## src/rtl/asc_pkg.sv

```systemverilog
// Package for the converter sequencer configuration block.
// Assumes a 32-bit register port and a 12-bit converter core result.
package asc_pkg;

    localparam int ADDR_W    = 8;
    localparam int DATA_W    = 32;
    localparam int RAW_W     = 12;
    localparam int RES_W     = 16;
    localparam int PAD_W     = RES_W - RAW_W;
    localparam int SLOT_N    = 8;
    localparam int SLOT_W    = 4;
    localparam int TRIG_N    = 8;
    localparam int SAMP_W    = 9;

    localparam logic [ADDR_W-1:0] OFS_STATUS  = 8'h00;
    localparam logic [ADDR_W-1:0] OFS_CONTROL = 8'h04;
    localparam logic [ADDR_W-1:0] OFS_SAMPLE  = 8'h08;
    localparam logic [ADDR_W-1:0] OFS_CONFIG  = 8'h0C;
    localparam logic [ADDR_W-1:0] OFS_CLKWARM = 8'h10;
    localparam logic [ADDR_W-1:0] OFS_GUARD   = 8'h18;
    localparam logic [ADDR_W-1:0] OFS_LIMITS  = 8'h1C;
    localparam logic [ADDR_W-1:0] OFS_SLOT_LO = 8'h2C;
    localparam logic [ADDR_W-1:0] OFS_SLOT_HI = 8'h30;
    localparam logic [ADDR_W-1:0] OFS_QUEUE   = 8'h4C;

    // Writable bits per register; all others stay zero
    localparam logic [DATA_W-1:0] CONFIG_WMASK  = 32'h0003_FFFF;
    localparam logic [DATA_W-1:0] CLKWARM_WMASK = 32'h0000_0FFF;
    localparam logic [DATA_W-1:0] SAMPLE_WMASK  = 32'h0000_00FF;
    localparam logic [DATA_W-1:0] GUARD_WMASK   = 32'h0000_003F;
    localparam logic [DATA_W-1:0] LIMITS_WMASK  = 32'h0FFF_0FFF;
    localparam logic [DATA_W-1:0] SLOT_WMASK    = 32'h0000_FFFF;

    localparam logic [DATA_W-1:0] SAMPLE_RESET  = 32'h0000_0002;
    localparam logic [SAMP_W-1:0] SAMPLE_EXTRA  = 9'h002;
    localparam logic [SAMP_W-1:0] SAMPLE_ONE    = 9'h001;

    localparam logic [2:0] TRIG_SW   = 3'h0;
    localparam logic [2:0] TRIG_RISE = 3'h1;
    localparam logic [2:0] TRIG_FALL = 3'h2;
    localparam logic [2:0] TRIG_BOTH = 3'h3;

    localparam logic [RAW_W-1:0] RAW_ONES = 12'hFFF;

    typedef enum logic [2:0] {
        ST_IDLE,
        ST_ARMED,
        ST_NEXT,
        ST_SAMPLE,
        ST_CONVERT
    } asc_state_e;

    typedef struct packed {
        logic [13:0] rsv;
        logic        overflowPolicy;
        logic [2:0]  slotCount;
        logic        splitSequenceEnable;
        logic        idlePowerDown;
        logic        waitMode;
        logic        repeatConversion;
        logic [2:0]  triggerSourceSelect;
        logic [2:0]  triggerPolaritySelect;
        logic        alignRight;
        logic [1:0]  bitDepthSelect;
        logic        transferRequestEnable;
    } asc_config_s;

    typedef struct packed {
        logic [19:0] rsv;
        logic [7:0]  warmupCount;
        logic [3:0]  clockDivisor;
    } asc_clkwarm_s;

    typedef struct packed {
        logic [23:0] rsv;
        logic [7:0]  sampleWindowLen;
    } asc_sample_s;

    typedef struct packed {
        logic [25:0] rsv;
        logic        guardEnable;
        logic        guardSingleChannel;
        logic [3:0]  guardChannel;
    } asc_guard_s;

    typedef struct packed {
        logic [3:0]  rsvHi;
        logic [11:0] upperLimit;
        logic [3:0]  rsvLo;
        logic [11:0] lowerLimit;
    } asc_limits_s;

    typedef struct packed {
        logic [25:0] rsv;
        logic        ready;
        logic        queueFull;
        logic        analogGuardFlag;
        logic        overflowFlag;
        logic        endOfSequenceFlag;
        logic        endOfConversionFlag;
    } asc_status_s;

    typedef struct packed {
        logic [29:0] rsv;
        logic        convertRun;
        logic        enable;
    } asc_control_s;

    typedef struct packed {
        logic [ADDR_W-1:0] addr;
        logic [DATA_W-1:0] wdata;
        logic              wr;
        logic              rd;
    } asc_bus_req_s;

    typedef struct packed {
        logic             done;
        logic [RAW_W-1:0] data;
    } asc_core_res_s;

endpackage : asc_pkg

```

## src/rtl/asc_sequencer_config.sv

```systemverilog
// Converter sequencer: configuration registers, prescaler, warm-up,
// sampling timer, slot sequencer, threshold guard and result holding.
// Assumes a converter core on the same clock and trigger pins from
// outside the clock domain.
// Operation
// - Overrun overwrites holding register only if policy set
// - Sequence length is slot count plus one
// - Split-sequence bit enables discontinuous mode
// - Idle power-down bit enables auto-off
// - Wait bit enables wait conversion mode
// - Repeat bit converts continuously until cleared
// - Source field picks one of eight triggers
// - Mode field picks software or trigger polarity
// - Alignment bit chooses right or left justify
// - Bit depth field selects conversion resolution
// - Transfer enable bit allows transfer requests
// - Converter clock is system clock over divisor+1
// - Warm-up counts converter clocks to warm-up field
// - Sampling lasts window field plus two clocks
// - Guard enable bit switches threshold watchdog
// - Single-channel bit limits guard to one channel
// - Guard channel codes: inputs 0-7, sensor 1111
// - Separate twelve-bit upper and lower limits
// - Slots 0-3 have their own channel fields; slots 4-7 always use channel 0
// - Result queue reads sixteen bits, ignores writes
// - Read-only and reserved bits ignore writes silently
// - Guard flag set on crossing, write-1 clears
// - Overflow flag set on a result while full; write-1 clears
// - Conversion flag cleared by queue read or write-1
// - Software split mode clears run at conversion end
//
// The plain strobed port was decided locally.
`timescale 1ns/1ps
`default_nettype none

module asc_sequencer_config (
    input  wire logic                   clk,
    input  wire logic                   rst,
    input  wire asc_pkg::asc_bus_req_s  busReq,
    output logic [asc_pkg::DATA_W-1:0]  busRdata,
    input  wire logic [asc_pkg::TRIG_N-1:0] trigPins,
    input  wire asc_pkg::asc_core_res_s coreRes,
    output logic                        qclkEn,
    output logic                        corePowerOn,
    output logic                        sampleActive,
    output logic                        convertStart,
    output logic [asc_pkg::SLOT_W-1:0]  convChannel,
    output logic [1:0]                  bitDepth,
    output logic                        dmaReq
);
    import asc_pkg::*;

    // Registers
    asc_config_s         config_r;
    asc_clkwarm_s        clkWarm_r;
    asc_sample_s         sample_r;
    asc_guard_s          guard_r;
    asc_limits_s         limits_r;
    logic [DATA_W-1:0]   slotLo_r;
    logic [DATA_W-1:0]   slotHi_r;
    logic                enable_r;
    logic                run_r;
    logic                run_nxt;
    logic                ready_r;
    logic [7:0]          warmCnt_r;
    logic [3:0]          divCnt_r;
    logic                eocFlag_r;
    logic                eoseqFlag_r;
    logic                ovrFlag_r;
    logic                guardFlag_r;
    logic                full_r;
    logic [RES_W-1:0]    hold_r;
    logic [DATA_W-1:0]   busRdata_r;
    logic [TRIG_N-1:0]   trigMeta_r;
    logic [TRIG_N-1:0]   trigSync_r;
    logic                trigPrev_r;
    asc_state_e          state_r;
    asc_state_e          state_nxt;
    logic [2:0]          slotIdx_r;
    logic [2:0]          slotIdx_nxt;
    logic [SAMP_W-1:0]   sampCnt_r;
    logic [SAMP_W-1:0]   sampCnt_nxt;
    logic                qclkEn_r;
    logic                corePowerOn_r;
    logic                sampleActive_r;
    logic                convertStart_r;
    logic [SLOT_W-1:0]   convChannel_r;
    logic                dmaReq_r;
    logic                startPulse;
    logic                runClr;
    logic                eoseqSet;
    logic                lastSlot;

    // Address decode
    logic wrStatus;
    logic wrControl;
    logic wrSample;
    logic wrConfig;
    logic wrClkWarm;
    logic wrGuard;
    logic wrLimits;
    logic wrSlotLo;
    logic wrSlotHi;
    logic queueRd;

    assign wrStatus  = busReq.wr && (busReq.addr == OFS_STATUS);
    assign wrControl = busReq.wr && (busReq.addr == OFS_CONTROL);
    assign wrSample  = busReq.wr && (busReq.addr == OFS_SAMPLE);
    assign wrConfig  = busReq.wr && (busReq.addr == OFS_CONFIG);
    assign wrClkWarm = busReq.wr && (busReq.addr == OFS_CLKWARM);
    assign wrGuard   = busReq.wr && (busReq.addr == OFS_GUARD);
    assign wrLimits  = busReq.wr && (busReq.addr == OFS_LIMITS);
    assign wrSlotLo  = busReq.wr && (busReq.addr == OFS_SLOT_LO);
    assign wrSlotHi  = busReq.wr && (busReq.addr == OFS_SLOT_HI);
    assign queueRd   = busReq.rd && (busReq.addr == OFS_QUEUE);

    asc_status_s  statusW;
    asc_control_s controlW;
    assign statusW  = asc_status_s'(busReq.wdata);
    assign controlW = asc_control_s'(busReq.wdata);

    // Configuration registers; masks keep reserved bits at zero
    always_ff @(posedge clk)
    begin
        if (rst)
        begin
            config_r  <= '0;
            clkWarm_r <= '0;
            sample_r  <= asc_sample_s'(SAMPLE_RESET);
            guard_r   <= '0;
            limits_r  <= '0;
            slotLo_r  <= '0;
            slotHi_r  <= '0;
        end
        else
        begin
            if (wrConfig)
                config_r <= asc_config_s'(busReq.wdata & CONFIG_WMASK);
            if (wrClkWarm)
                clkWarm_r <= asc_clkwarm_s'(busReq.wdata & CLKWARM_WMASK);
            if (wrSample)
                sample_r <= asc_sample_s'(busReq.wdata & SAMPLE_WMASK);
            if (wrGuard)
                guard_r <= asc_guard_s'(busReq.wdata & GUARD_WMASK);
            if (wrLimits)
                limits_r <= asc_limits_s'(busReq.wdata & LIMITS_WMASK);
            if (wrSlotLo)
                slotLo_r <= busReq.wdata & SLOT_WMASK;
            if (wrSlotHi)
                slotHi_r <= busReq.wdata & SLOT_WMASK;
        end
    end

    // Slot channel table
    logic [2*DATA_W-1:0] slotWord;
    logic [SLOT_W-1:0]   slotChan [SLOT_N];
    assign slotWord = {slotHi_r, slotLo_r};

    genvar g;
    generate
        for (g = 0; g < SLOT_N; g++)
        begin : gSlot
            assign slotChan[g] = slotWord[g*SLOT_W +: SLOT_W];
        end
    endgenerate

    // Converter clock enable from the prescaler
    logic qTick;
    assign qTick = enable_r && (divCnt_r == clkWarm_r.clockDivisor);

    always_ff @(posedge clk)
    begin
        if (rst || !enable_r || qTick)
            divCnt_r <= '0;
        else
            divCnt_r <= divCnt_r + 4'h1;
    end

    // Warm-up after enable
    always_ff @(posedge clk)
    begin
        if (rst || !enable_r)
        begin
            warmCnt_r <= '0;
            ready_r   <= 1'b0;
        end
        else if (qTick && !ready_r)
        begin
            if (warmCnt_r == clkWarm_r.warmupCount)
                ready_r <= 1'b1;
            else
                warmCnt_r <= warmCnt_r + 8'h01;
        end
    end

    // Control register
    always_comb
    begin
        run_nxt = run_r;
        if (runClr)
            run_nxt = 1'b0;
        if (wrControl)
            run_nxt = controlW.convertRun;
        if (wrControl ? !controlW.enable : !enable_r)
            run_nxt = 1'b0;
    end

    always_ff @(posedge clk)
    begin
        if (rst)
        begin
            enable_r <= 1'b0;
            run_r    <= 1'b0;
        end
        else
        begin
            if (wrControl)
                enable_r <= controlW.enable;
            run_r <= run_nxt;
        end
    end

    // Trigger pin synchroniser and edge detect
    logic trigSel;
    logic hwMode;
    logic trigHit;
    assign trigSel = trigSync_r[config_r.triggerSourceSelect];
    assign hwMode  = (config_r.triggerPolaritySelect == TRIG_RISE)
                  || (config_r.triggerPolaritySelect == TRIG_FALL)
                  || (config_r.triggerPolaritySelect == TRIG_BOTH);
    assign trigHit = !hwMode
        || ((config_r.triggerPolaritySelect != TRIG_FALL)
            && trigSel && !trigPrev_r)
        || ((config_r.triggerPolaritySelect != TRIG_RISE)
            && !trigSel && trigPrev_r);

    always_ff @(posedge clk)
    begin
        if (rst)
        begin
            trigMeta_r <= '0;
            trigSync_r <= '0;
            trigPrev_r <= 1'b0;
        end
        else
        begin
            trigMeta_r <= trigPins;
            trigSync_r <= trigMeta_r;
            trigPrev_r <= trigSel;
        end
    end

    // Sequencer
    logic              convDone;
    logic [SAMP_W-1:0] sampLast;
    assign convDone = (state_r == ST_CONVERT) && coreRes.done;
    assign sampLast = {1'b0, sample_r.sampleWindowLen}
                    + SAMPLE_EXTRA - SAMPLE_ONE;
    assign lastSlot = (slotIdx_r == config_r.slotCount);

    always_comb
    begin
        state_nxt   = state_r;
        slotIdx_nxt = slotIdx_r;
        sampCnt_nxt = sampCnt_r;
        startPulse  = 1'b0;
        runClr      = 1'b0;
        eoseqSet    = 1'b0;
        unique case (state_r)
            ST_IDLE:
            begin
                if (run_r && ready_r)
                    state_nxt = ST_ARMED;
            end
            ST_ARMED:
            begin
                if (!run_r)
                begin
                    state_nxt   = ST_IDLE;
                    slotIdx_nxt = '0;
                end
                else if (trigHit)
                    state_nxt = ST_NEXT;
            end
            ST_NEXT:
            begin
                if (!run_r)
                begin
                    state_nxt   = ST_IDLE;
                    slotIdx_nxt = '0;
                end
                else if (!(config_r.waitMode && full_r))
                begin
                    state_nxt   = ST_SAMPLE;
                    sampCnt_nxt = '0;
                end
            end
            ST_SAMPLE:
            begin
                if (qTick)
                begin
                    if (sampCnt_r == sampLast)
                    begin
                        state_nxt  = ST_CONVERT;
                        startPulse = 1'b1;
                    end
                    else
                        sampCnt_nxt = sampCnt_r + SAMPLE_ONE;
                end
            end
            ST_CONVERT:
            begin
                if (coreRes.done)
                begin
                    if (lastSlot)
                    begin
                        slotIdx_nxt = '0;
                        eoseqSet    = 1'b1;
                        if (!hwMode && !config_r.repeatConversion)
                            runClr = 1'b1;
                    end
                    else
                        slotIdx_nxt = slotIdx_r + 3'h1;
                    if (!hwMode && config_r.splitSequenceEnable)
                        runClr = 1'b1;
                    if (runClr || !run_r)
                        state_nxt = ST_IDLE;
                    else if (config_r.splitSequenceEnable
                             || (lastSlot
                                 && !config_r.repeatConversion))
                        state_nxt = ST_ARMED;
                    else
                        state_nxt = ST_NEXT;
                end
            end
        endcase
        if (!enable_r)
        begin
            state_nxt   = ST_IDLE;
            slotIdx_nxt = '0;
        end
    end

    always_ff @(posedge clk)
    begin
        if (rst)
        begin
            state_r   <= ST_IDLE;
            slotIdx_r <= '0;
            sampCnt_r <= '0;
        end
        else
        begin
            state_r   <= state_nxt;
            slotIdx_r <= slotIdx_nxt;
            sampCnt_r <= sampCnt_nxt;
        end
    end

    // Result formatting
    logic [2:0]       shiftAmt;
    logic [RAW_W-1:0] rawCut;
    logic [RES_W-1:0] rightWord;
    logic [RES_W-1:0] leftWord;
    logic [RES_W-1:0] resultWord;
    assign shiftAmt   = {config_r.bitDepthSelect, 1'b0};
    assign rawCut     = coreRes.data & (RAW_ONES << shiftAmt);
    assign rightWord  = RES_W'(rawCut >> shiftAmt);
    assign leftWord   = {rawCut, {PAD_W{1'b0}}};
    assign resultWord = config_r.alignRight ? rightWord : leftWord;

    // Holding register and overrun
    logic fullLive;
    logic ovrSet;
    logic loadHold;
    assign fullLive = full_r && !queueRd;
    assign ovrSet   = convDone && fullLive;
    assign loadHold = convDone
                   && (!fullLive || config_r.overflowPolicy);

    // Threshold guard
    logic guardChanOk;
    logic guardSet;
    assign guardChanOk = !guard_r.guardSingleChannel
                      || (convChannel_r == guard_r.guardChannel);
    assign guardSet = convDone && guard_r.guardEnable && guardChanOk
        && ((coreRes.data > limits_r.upperLimit)
            || (coreRes.data < limits_r.lowerLimit));

    always_ff @(posedge clk)
    begin
        if (rst)
        begin
            hold_r <= '0;
            full_r <= 1'b0;
        end
        else
        begin
            if (loadHold)
                hold_r <= resultWord;
            full_r <= convDone || fullLive;
        end
    end

    // Sticky flags; a set in the clearing cycle wins
    always_ff @(posedge clk)
    begin
        if (rst)
        begin
            eocFlag_r   <= 1'b0;
            eoseqFlag_r <= 1'b0;
            ovrFlag_r   <= 1'b0;
            guardFlag_r <= 1'b0;
        end
        else
        begin
            eocFlag_r <= convDone || (eocFlag_r && !queueRd
                && !(wrStatus && statusW.endOfConversionFlag));
            eoseqFlag_r <= eoseqSet || (eoseqFlag_r
                && !(wrStatus && statusW.endOfSequenceFlag));
            ovrFlag_r <= ovrSet || (ovrFlag_r
                && !(wrStatus && statusW.overflowFlag));
            guardFlag_r <= guardSet || (guardFlag_r
                && !(wrStatus && statusW.analogGuardFlag));
        end
    end

    // Read data
    asc_status_s  statusR;
    asc_control_s controlR;
    logic [DATA_W-1:0] rdMux;
    assign statusR = '{rsv: '0, ready: ready_r, queueFull: full_r,
                       analogGuardFlag: guardFlag_r,
                       overflowFlag: ovrFlag_r,
                       endOfSequenceFlag: eoseqFlag_r,
                       endOfConversionFlag: eocFlag_r};
    assign controlR = '{rsv: '0, convertRun: run_r, enable: enable_r};
    assign rdMux =
        (busReq.addr == OFS_STATUS)  ? DATA_W'(statusR)   :
        (busReq.addr == OFS_CONTROL) ? DATA_W'(controlR)  :
        (busReq.addr == OFS_SAMPLE)  ? DATA_W'(sample_r)  :
        (busReq.addr == OFS_CONFIG)  ? DATA_W'(config_r)  :
        (busReq.addr == OFS_CLKWARM) ? DATA_W'(clkWarm_r) :
        (busReq.addr == OFS_GUARD)   ? DATA_W'(guard_r)   :
        (busReq.addr == OFS_LIMITS)  ? DATA_W'(limits_r)  :
        (busReq.addr == OFS_SLOT_LO) ? slotLo_r           :
        (busReq.addr == OFS_SLOT_HI) ? slotHi_r           :
        (busReq.addr == OFS_QUEUE)   ? DATA_W'(hold_r)    :
        '0;

    always_ff @(posedge clk)
    begin
        if (rst || !busReq.rd)
            busRdata_r <= '0;
        else
            busRdata_r <= rdMux;
    end

    // Registered core-facing outputs
    logic idleNow;
    assign idleNow = (state_nxt == ST_IDLE) || (state_nxt == ST_ARMED);

    always_ff @(posedge clk)
    begin
        if (rst)
        begin
            qclkEn_r       <= 1'b0;
            corePowerOn_r  <= 1'b0;
            sampleActive_r <= 1'b0;
            convertStart_r <= 1'b0;
            convChannel_r  <= '0;
            dmaReq_r       <= 1'b0;
        end
        else
        begin
            qclkEn_r       <= qTick;
            corePowerOn_r  <= enable_r
                && !(config_r.idlePowerDown && idleNow);
            sampleActive_r <= (state_nxt == ST_SAMPLE);
            convertStart_r <= startPulse;
            if (state_nxt == ST_SAMPLE && state_r != ST_SAMPLE)
                convChannel_r <= slotChan[slotIdx_r];
            dmaReq_r <= config_r.transferRequestEnable
                && (convDone || fullLive);
        end
    end

    assign busRdata     = busRdata_r;
    assign qclkEn       = qclkEn_r;
    assign corePowerOn  = corePowerOn_r;
    assign sampleActive = sampleActive_r;
    assign convertStart = convertStart_r;
    assign convChannel  = convChannel_r;
    assign bitDepth     = config_r.bitDepthSelect;
    assign dmaReq       = dmaReq_r;

endmodule : asc_sequencer_config

`default_nettype wire

```

## config.mk

```make
export PLATFORM = sky130hd
export DESIGN_NAME = asc_sequencer_config
export DESIGN_NICKNAME = d
export VERILOG_FILES = /design/src/rtl/asc_pkg.sv /design/src/rtl/asc_sequencer_config.sv
export SDC_FILE = /design/constraint.sdc
export NUM_CORES = 1
export LEC_CHECK = 0
export BUFFER_PORTS_ARGS = -buffer_cell sky130_fd_sc_hd__buf_2
export CORE_ASPECT_RATIO = 1.25
export CORE_MARGIN = 5
export CORE_UTILIZATION = 35
export CTS_BUF_LIST = sky130_fd_sc_hd__clkbuf_16
export DETAILED_ROUTE_END_ITERATION = 10
export GPL_TIMING_DRIVEN = 0
export HOLD_SLACK_MARGIN = 0.06
export PLACE_DENSITY = 0.57
export SETUP_SLACK_MARGIN = 0.05
export SYNTH_ARGS = -nofsm -noshare
export SYNTH_HDL_FRONTEND = slang
export SYNTH_SLANG_ARGS = --single-unit
export TNS_END_PERCENT = 30
```

## constraint.sdc

```tcl
create_clock -name clk -period 7 [get_ports clk]
set_input_delay 0.35 -clock clk [delete_from_list [all_inputs] [get_ports clk]]
set_output_delay 0.35 -clock clk [all_outputs]
set_load 0.02 [all_outputs]
```

Yosys cells after proc, flatten, opt, wreduce, memory -nomap -nowiden
Cells that the tools add are included.

storage, ports and cells
  flip-flop bits (word level) = 205
  output and inout port bits = 43
  word-level logic and storage cells = 238

cells by class
  multiplexer cells = 51
  shift-type cells = 2
  bitwise gates (word level) = 6
  equal/unequal tests = 32
  reduce and logical (&&, ||, !) cells = 91
  add/subtract/negate cells = 6
  magnitude comparators = 4

operator list
  kind                                                                    count
  28-bit 2-to-1 mux                                                       5
  16-bit 2-to-1 mux                                                       4
  1-bit logical AND                                                       41
  3-bit 2-to-1 mux                                                        12
  9-bit 2-to-1 mux                                                        4
  8-bit by 5-bit equality test with 1-bit output (second input constant)  3
  1-bit logical OR                                                        18
  9-bit case mux with 2 select lines                                      1
  1-bit logical NOT                                                       17
  8-bit by 4-bit equality test with 1-bit output (second input constant)  2
  8-bit by 6-bit equality test with 1-bit output (second input constant)  2
  12-bit by 3-bit right shift with 16-bit output                          1
  3-bit by 2-bit equality test with 1-bit output (second input constant)  5
  1-bit 2-to-1 mux                                                        15
  3-bit case mux with 5 select lines                                      1
  12-bit AND                                                              1
  4-bit binary-select mux with 3-bit select                               1
  12-bit greater-than comparator                                          1
  12-bit less-than comparator                                             1
  6-bit 2-to-1 mux                                                        2
  2-bit != test (second input constant)                                   6
  12-bit by 3-bit left shift with 12-bit output (first input constant)    1
  8-bit by 2-bit adder with 9-bit output (second input constant)          1
  9-bit by 1-bit adder with 9-bit output (second input constant)          1
  30 further kinds                                                        46

Logic depth before layout (Yosys ltp)
Gate-level depths: netlist of run 1.

  depth in word-level cells = 20
  gate-level depth with buffers = 11

Worst setup path after synthesis of run 1
OpenSTA, ideal clock, no wires.

  path type = register to register
  start point = register config_r[8] (netlist name)
  end point = register convChannel_r[0] (netlist: convChannel[0])
  slack = 4.751 ns
  arrival time = 2.162 ns
  library setup time = 0.087 ns
  buffers on the path = 1
  stages on the path, launching flop included = 8
  required time = 6.913 ns
  clock period less this slack = 2.249 ns
  cell sequence = dfxtp_1 mux4_1 mux2i_1 mux2i_1 a41oi_1 or2_0 buf_2 o31ai_1

on the way
  word-level cells in the longest chain between the ends = 12
  elaborated cells between the ends (all ways) = 15

RTL lines
  what                                                           line                                                      text
  start: declaration                                             asc_sequencer_config.sv:54                                asc_config_s config_r;
  start signal: assignment                                       asc_sequencer_config.sv:138                               config_r <= asc_config_s'(busReq.wdata & CONFIG_WMASK);
  1-bit binary-select mux with 3-bit select *                    asc_sequencer_config.sv:227                               assign trigSel = trigSync_r[config_r.triggerSourceSelect];
  1-bit 2-to-1 mux (implied by the code) *                       asc_sequencer_config.sv:227
  1-bit logical AND / 1-bit logical NOT (equally long branches)  asc_sequencer_config.sv:233, asc_sequencer_config.sv:235
  1-bit logical AND (on tied branches)                           asc_sequencer_config.sv:233, asc_sequencer_config.sv:235
  1-bit logical OR / 1-bit logical AND (equally long branches)   asc_sequencer_config.sv:232, asc_sequencer_config.sv:235
  1-bit logical OR *                                             asc_sequencer_config.sv:234                               || ((config_r.triggerPolaritySelect != TRIG_RISE)
  3-bit 2-to-1 mux *                                             asc_sequencer_config.sv:282                               else if (trigHit)
  3-bit 2-to-1 mux *                                             asc_sequencer_config.sv:277                               if (!run_r)
  3-bit case mux with 5 select lines *                           asc_sequencer_config.sv:269                               unique case (state_r)
  3-bit 2-to-1 mux *                                             asc_sequencer_config.sv:337                               if (!enable_r)
  3-bit by 2-bit equality test with 1-bit output *               asc_sequencer_config.sv:481                               if (state_nxt == ST_SAMPLE && state_r != ST_SAMPLE)
  1-bit logical AND *                                            asc_sequencer_config.sv:481
  end signal: assignment                                         asc_sequencer_config.sv:482                               convChannel_r <= slotChan[slotIdx_r];
  end: declaration                                               asc_sequencer_config.sv:87                                logic [SLOT_W-1:0] convChannel_r;

Mark *: on every way between the ends. The rest lies on a longest branch, timed or not. The select of a mux whose other input is x is not followed.
A chain may end at the register's enable or synchronous reset.

Worst setup path after layout of run 1
  start point = register config_r[8] (netlist name)
  end point = register convChannel_r[2] (netlist: convChannel[2])

Same word-level chain as after synthesis.

==> results.toml, run 1 <==
[outcome]
outcome = "complete, no violations"

[synthesis]
ys_ff_latch = 205
synthesis.area_mm2 = 0.00977
ys_types = 68
synth-simple-area-share_pct = 23.2
synth_seq_area_share_pct = 42.0
async_flop_share_pct = 0
synth_warnings = 0
synth_top_area_share_pct = 42.0
synth_ff_type = "dfxtp_1"
synth_top_family_by_area = "simple AND/OR/NAND/NOR gates"
syn_avg_cell_area_um2 = 8.02
syn_inst = 1218
synth_mux_area_share_pct = 4.26
yosys.area.top_type = "dfxtp_1"
synth_compound_area_share_pct = 18.5
synth_area_leaders = "dfxtp_1 (42%), nand2_1 (10%), a21oi_1 (7.8%)"
synth_fa_ha_area_share_pct = 3.59
synth_edf_count = 0
synth_xor_xnor_area_share_pct = 3.50

[place]
io_buffers = 92
dp_hpwl_um = 26100
gp_congestion = 0.956

[critical_path]
reg2reg_depth = 7
rr_startpoint = "config_r[8]"
arrival_ps = 3260
required_ps = 7430
reg2reg_slack_ps = 4170
cp-end-kind = "register"
crit_path_end = "convChannel[2]"
crit_path_start_kind = "register"
critPathLaunch = "config_r[8]"
path_max_fanout = 7
critPathKind = "reg -> reg"
r2r_end = "convChannel[2]"

[power_and_ir_drop]
ir_drop_v = 0.000150
p_leak_nw = 4.11
power.density_mw_per_mm2 = 215

[floorplanning]
core-area_mm2 = 0.0276
core.rowCount = 68
die_w_um = 159
fp.dieArea_mm2 = 0.0314
ios = 108
dieHeight_um = 197
initial_utilization_pct = 35.4

[global_routing]
grt_pass1_wl_um = 51800
antenna_found_initial = 0
grt_max_degree = 14
grt_remaining_overflow = 0
grt_pass1_vias = 8852
grtUsageTotal_pct = 20.8

[sta]
tightest_slew_ps = 890
fmax_mhz = 353
slew-limit-headroom_pct = 40.4
slew_viol_final = 0
finClkSkew_ps = 11.5
setup_viol = 0
hold_violations = 0
rsz0062_at_grt = "false"
final.min_clock_period_ps = 2830
fin_crit_sh_pct = 40.4
tns_ps = 0
holdWs_ps = 76.3

[final_layout]
syn_to_final_growth_pct = 18.0
antennaDiodeCount = 0
nets = 1444
final_layout_size_suffix_gt1_share_pct = 12.9
layout_commonest_cell = "nand2_1"
layout_common_cells = "nand2_1 (260), dfxtp_1 (205), a21oi_1 (152), buf_2 (112), nor2_1 (79)"

[clock_tree]
cts-buffers-inserted = 23
cts-htree-levels = 1
clock_latency_ps = 530
cts-root-buf = "clkbuf_16"
postCtsSetupRepairBufs = 0
cts_resized = 0
cts_buffer_depth = 3
cts.reportedPaths.clkPinSlew_ps = 60
tritoncts = "done"
numClockSinks = 205

[detailed_routing]
highest_layer = "met4"
wirelength_um = 34100
drt-met1-wl_um = 13700
vias_per_cell = 5.47
wl_met2_um = 16600
antenna_left = 0
drtIter0Drc = 747
vias = 9391
post_drt_wl_per_cell_um = 19.9
dr.pass1.iters = 5
routed-wl-met3_um = 2310
drc = 0

[job]
drv_cap = 0

[worst_hold_path]
hold_path.class = "in -> reg"
==> registers in the layout, summed over array words and instances (netlist names), 6 cells and up <==
signal,count
trigMeta_r,8
trigSync_r,8
slotLo_r,16
hold_r,16
config_r,16
limits_r,24
sampCnt_r,9
busRdata,28
clkWarm_r,12
sample_r,8
slotHi_r,16
guard_r,6
warmCnt_r,8
==> kinds of logic after synthesis <==
family,after synthesis
other,1
and+or+nand+nor,508
AOI/OAI and AO/OA,293
buffers and inverters,114
xor gates and xnor gates,39
adders and majority gates,28
DFF,205
muxes,30
==> what timing repair did <==
action | 4_1_cts | 5_1_grt
setup endpoints to repair | 0 | 0
endpoints found under the hold margin | 13 | 0
hold buffers | 13 | 0
==> per-stage QoR <==
step	total power, mW	setup WS [ps]	instance area (µm²)	cells	util (%)
final	2.48	4170	11500	1717	41.8
after global routing	2.56	4010	11500	1717	41.8
after CTS	2.50	4170	11500	1717	41.8
after detailed placement	1.33	3820	10700	1663	38.7
after global placement	1.32	3850	10700	1663	38.7
after floorplan	1.26	4750	9780	1221	-
==> critical path, cell delays in order (launching register included) <==
cell     delay [ps]
dfxtp_1         420
mux4_1          590
mux2i_1         370
mux2i_1         310
a41oi_1         350
or2_0           320
buf_2           150
o31ai_1         220
==> how the worst min path moves through the flow <==
stage | from | endpoint | slack [ps] | depth (start not counted)
finish | busReq[21] | limits_r[19] | 80 | 3
global route | busReq[28] | limits_r[26] | 70 | 3
CTS | busReq[28] | limits_r[26] | 60 | 3
detailed placement | trigMeta_r[3] | trigSync_r[3] | 420 | 1
global placement | trigMeta_r[0] | trigSync_r[0] | 420 | 1
floorplan | trigMeta_r[0] | trigSync_r[0] | 410 | 1
==> Yosys cell counts (4+ instances only) <==
master,number
a21oi_1,152
nor2_1,79
buf_4,8
a31oi_1,5
dfxtp_1,205
nand2b_1,5
mux2_2,7
and2_1,9
nand3_1,45
or3_1,4
nand3b_1,6
mux2i_1,15
a22o_1,7
and3_1,11
nand2_1,260
xnor2_1,18
nor3_1,31
nor2b_1,31
ha_1,28
a21o_1,7
a221oi_1,7
o31ai_1,7
o311ai_0,5
nand4_1,13
a211oi_1,7
clkbuf_1,49
o21ai_0,32
a22oi_1,19
xor2_1,21
buf_2,20
mux4_2,6
inv_1,35
==> where the power goes <==
group	switching (mW)	leakage [nW]	internal, mW	total (mW)
Combinational	0.0897	2.09	0.0437	0.133
Clock	0.503	0.367	0.674	1.18
Sequential	0.00169	1.65	1.17	1.17
Total	0.595	4.11	1.89	2.48
==> area by class of cell <==
cell class	count	area [µm²]
Fill cell	2874	16000
Timing Repair Buffer	105	591
Multi-Input combinational cell	902	5190
Buffer	79	354
Sequential cell	205	4100
Clock buffer	23	576
Clock inverter	18	146
Inverter	35	131
Tap cell	350	438
==> layer usage <==
metal / up-vias / global-route usage [%]
met1: 4400 / 25.4
met3: 102 / 3.20
met2: 381 / 37.1
met5: - / 0
met4: 0 / 7.81
li1: 4508 / -
Power figures use the tool's default switching activity.
==> inputs of run 2 (changes only) <==
PLACE_DENSITY = 0.59   (was 0.57)
clock period = 2.6 ns   (was 7 ns; I/O delays follow)
==> results.toml, run 2 (same netlist as run 1, synthesis figures left out) <==
[final_layout]
fillers = 2861
largest_register_ffs = 28
final_layout_size_suffix_gt1_share_pct = 13.2
antennaDiodeCount = 0
syn_to_final_growth_pct = 21.8
nets = 1474
layout_commonest_cell = "nand2_1"
layout_common_cells = "nand2_1 (260), dfxtp_1 (204), a21oi_1 (152), buf_2 (112), nor2_1 (78)"

[critical_path]
max_stage_delay_ps = 610
arrival_ps = 2850
critPathLaunch = "config_r[8]"
critPathKind = "reg -> reg"
cpMaxStageDelayCell = "mux4_1"
crit_path_start_kind = "register"
path_max_fanout = 4
cp-end-kind = "register"
rr_startpoint = "config_r[8]"
crit_path_cell_trace = "mux4_1 > mux2i_4 > mux2i_2 > a41oi_2 > buf_4 > o311ai_0 > o31ai_1"
required_ps = 2970

[global_routing]
grtUsageTotal_pct = 21.3
grtUsageMet1_pct = 25.5
antenna_found_initial = 0
top_usage_layer = "met2"
met3_usage_pct = 3.49
met2_usage_pct = 38.1
grt_remaining_overflow = 0
grt_pass1_vias = 9276
grt_pass1_wl_um = 53100
grt_max_degree = 14

[clock_tree]
cts.reportedPaths.clkPinSlew_ps = 60
cts-buffers-inserted = 23
numClockSinks = 205
tritoncts = "done"
cts-root-buf = "clkbuf_16"
clock_latency_ps = 520
cts-htree-levels = 1
cts_buffer_depth = 3

[detailed_routing]
drc = 0
dr.pass1.iters = 6
post_drt_wl_per_cell_um = 19.7
drtIter0Drc = 846
antenna_left = 0
vias = 9405
vias_per_cell = 5.38
wirelength_um = 34400

[floorplanning]
core-area_mm2 = 0.0276
initial_utilization_pct = 35.4
core.rowCount = 68
fp.dieArea_mm2 = 0.0314
ios = 108
die_w_um = 159
dieHeight_um = 197

[sta]
final.min_clock_period_ps = 2480
fin_crit_sh_pct = 95.4
tightest_slew_ps = 935
slew-limit-headroom_pct = 37.7
finClkSkew_ps = 17.9
tns_ps = 0
slew_viol_final = 0
hold_violations = 0
fmax_mhz = 403
setup_viol = 0
rsz0062_at_grt = "true"

[worst_hold_path]
hold_path.class = "in -> reg"
hp-start = "coreRes[0]"

[power_and_ir_drop]
p_leak_nw = 4.26
power.density_mw_per_mm2 = 575
finalPower_mw = 6.85
ir_drop_v = 0.000337

[job]
drv_cap = 0

[outcome]
outcome = "complete, no violations"

[place]
gp_congestion = 0.922
dp_hpwl_um = 26100
io_buffers = 92
-- run 2: power by group --
group          switching (mW)  internal (mW)  leakage (nW)
clock network            1.30           1.99         0.384
registers             0.00464           3.15          1.65
logic                   0.249          0.145          2.22
total                    1.55           5.29          4.26
-- run 2: what timing repair did --
action | CTS | global route
gates cloned | 0 | 0
resized for setup | 4 | 6
hold endpoints to repair | 106 | 0
setup buffers | 2 | 0
hold buffers | 41 | 0
pin swaps | 1 | 0
endpoints found under the setup margin | 5 | 18
-- run 2: layout make-up --
type | count | area [µm²] | area share (%)
buffer | 79 | 354 | 2.97
clock buffer | 23 | 576 | 4.83
clock inverter | 18 | 181 | 1.52
inverter | 35 | 131 | 1.10
multi-input combinational | 902 | 5230 | 44.0
sequential | 205 | 4110 | 34.5
tap | 350 | 438 | 3.68
timing repair buffer | 135 | 886 | 7.44
-- run 2: layer usage --
| layer | vias up | routed length [µm] |
|---|---|---|
| met3 | 82 | 2390 |
| li1 | 4564 | - |
| met2 | 368 | 17000 |
| met4 | 0 | 1410 |
| met1 | 4391 | 13600 |
| met5 | - | 0 |
-- run 2: final timing paths --
path	slack (ps)	end	cells past startpoint
worst max-delay path	120	convChannel[2]	7
worst min-delay path	130	hold_r[4]	5
worst max register to register	120	convChannel[2]	7
worst min register to register	440	trigSync_r[0]	1
-- run 2: per-stage QoR --
stage	utilization, %	instances	setup WS, ps	cell area [µm²]	hold slack (ps)
3_3_place_gp	38.7	1663	-434	10700	337
4_1_cts	43.1	1747	61.1	11900	114
3_5_place_dp	38.7	1663	-406	10700	349
2_1_floorplan	-	1221	351	9780	258
6_report	43.2	1747	120	11900	129
5_1_grt	43.2	1747	-14.0	11900	148
-- run 2: critical path, delay by kind of cell (launching register included) --
family          cells  cell delay (ps)
buf+inv             1              200
flops               1              370
compound gates      3              630
mux                 3             1130
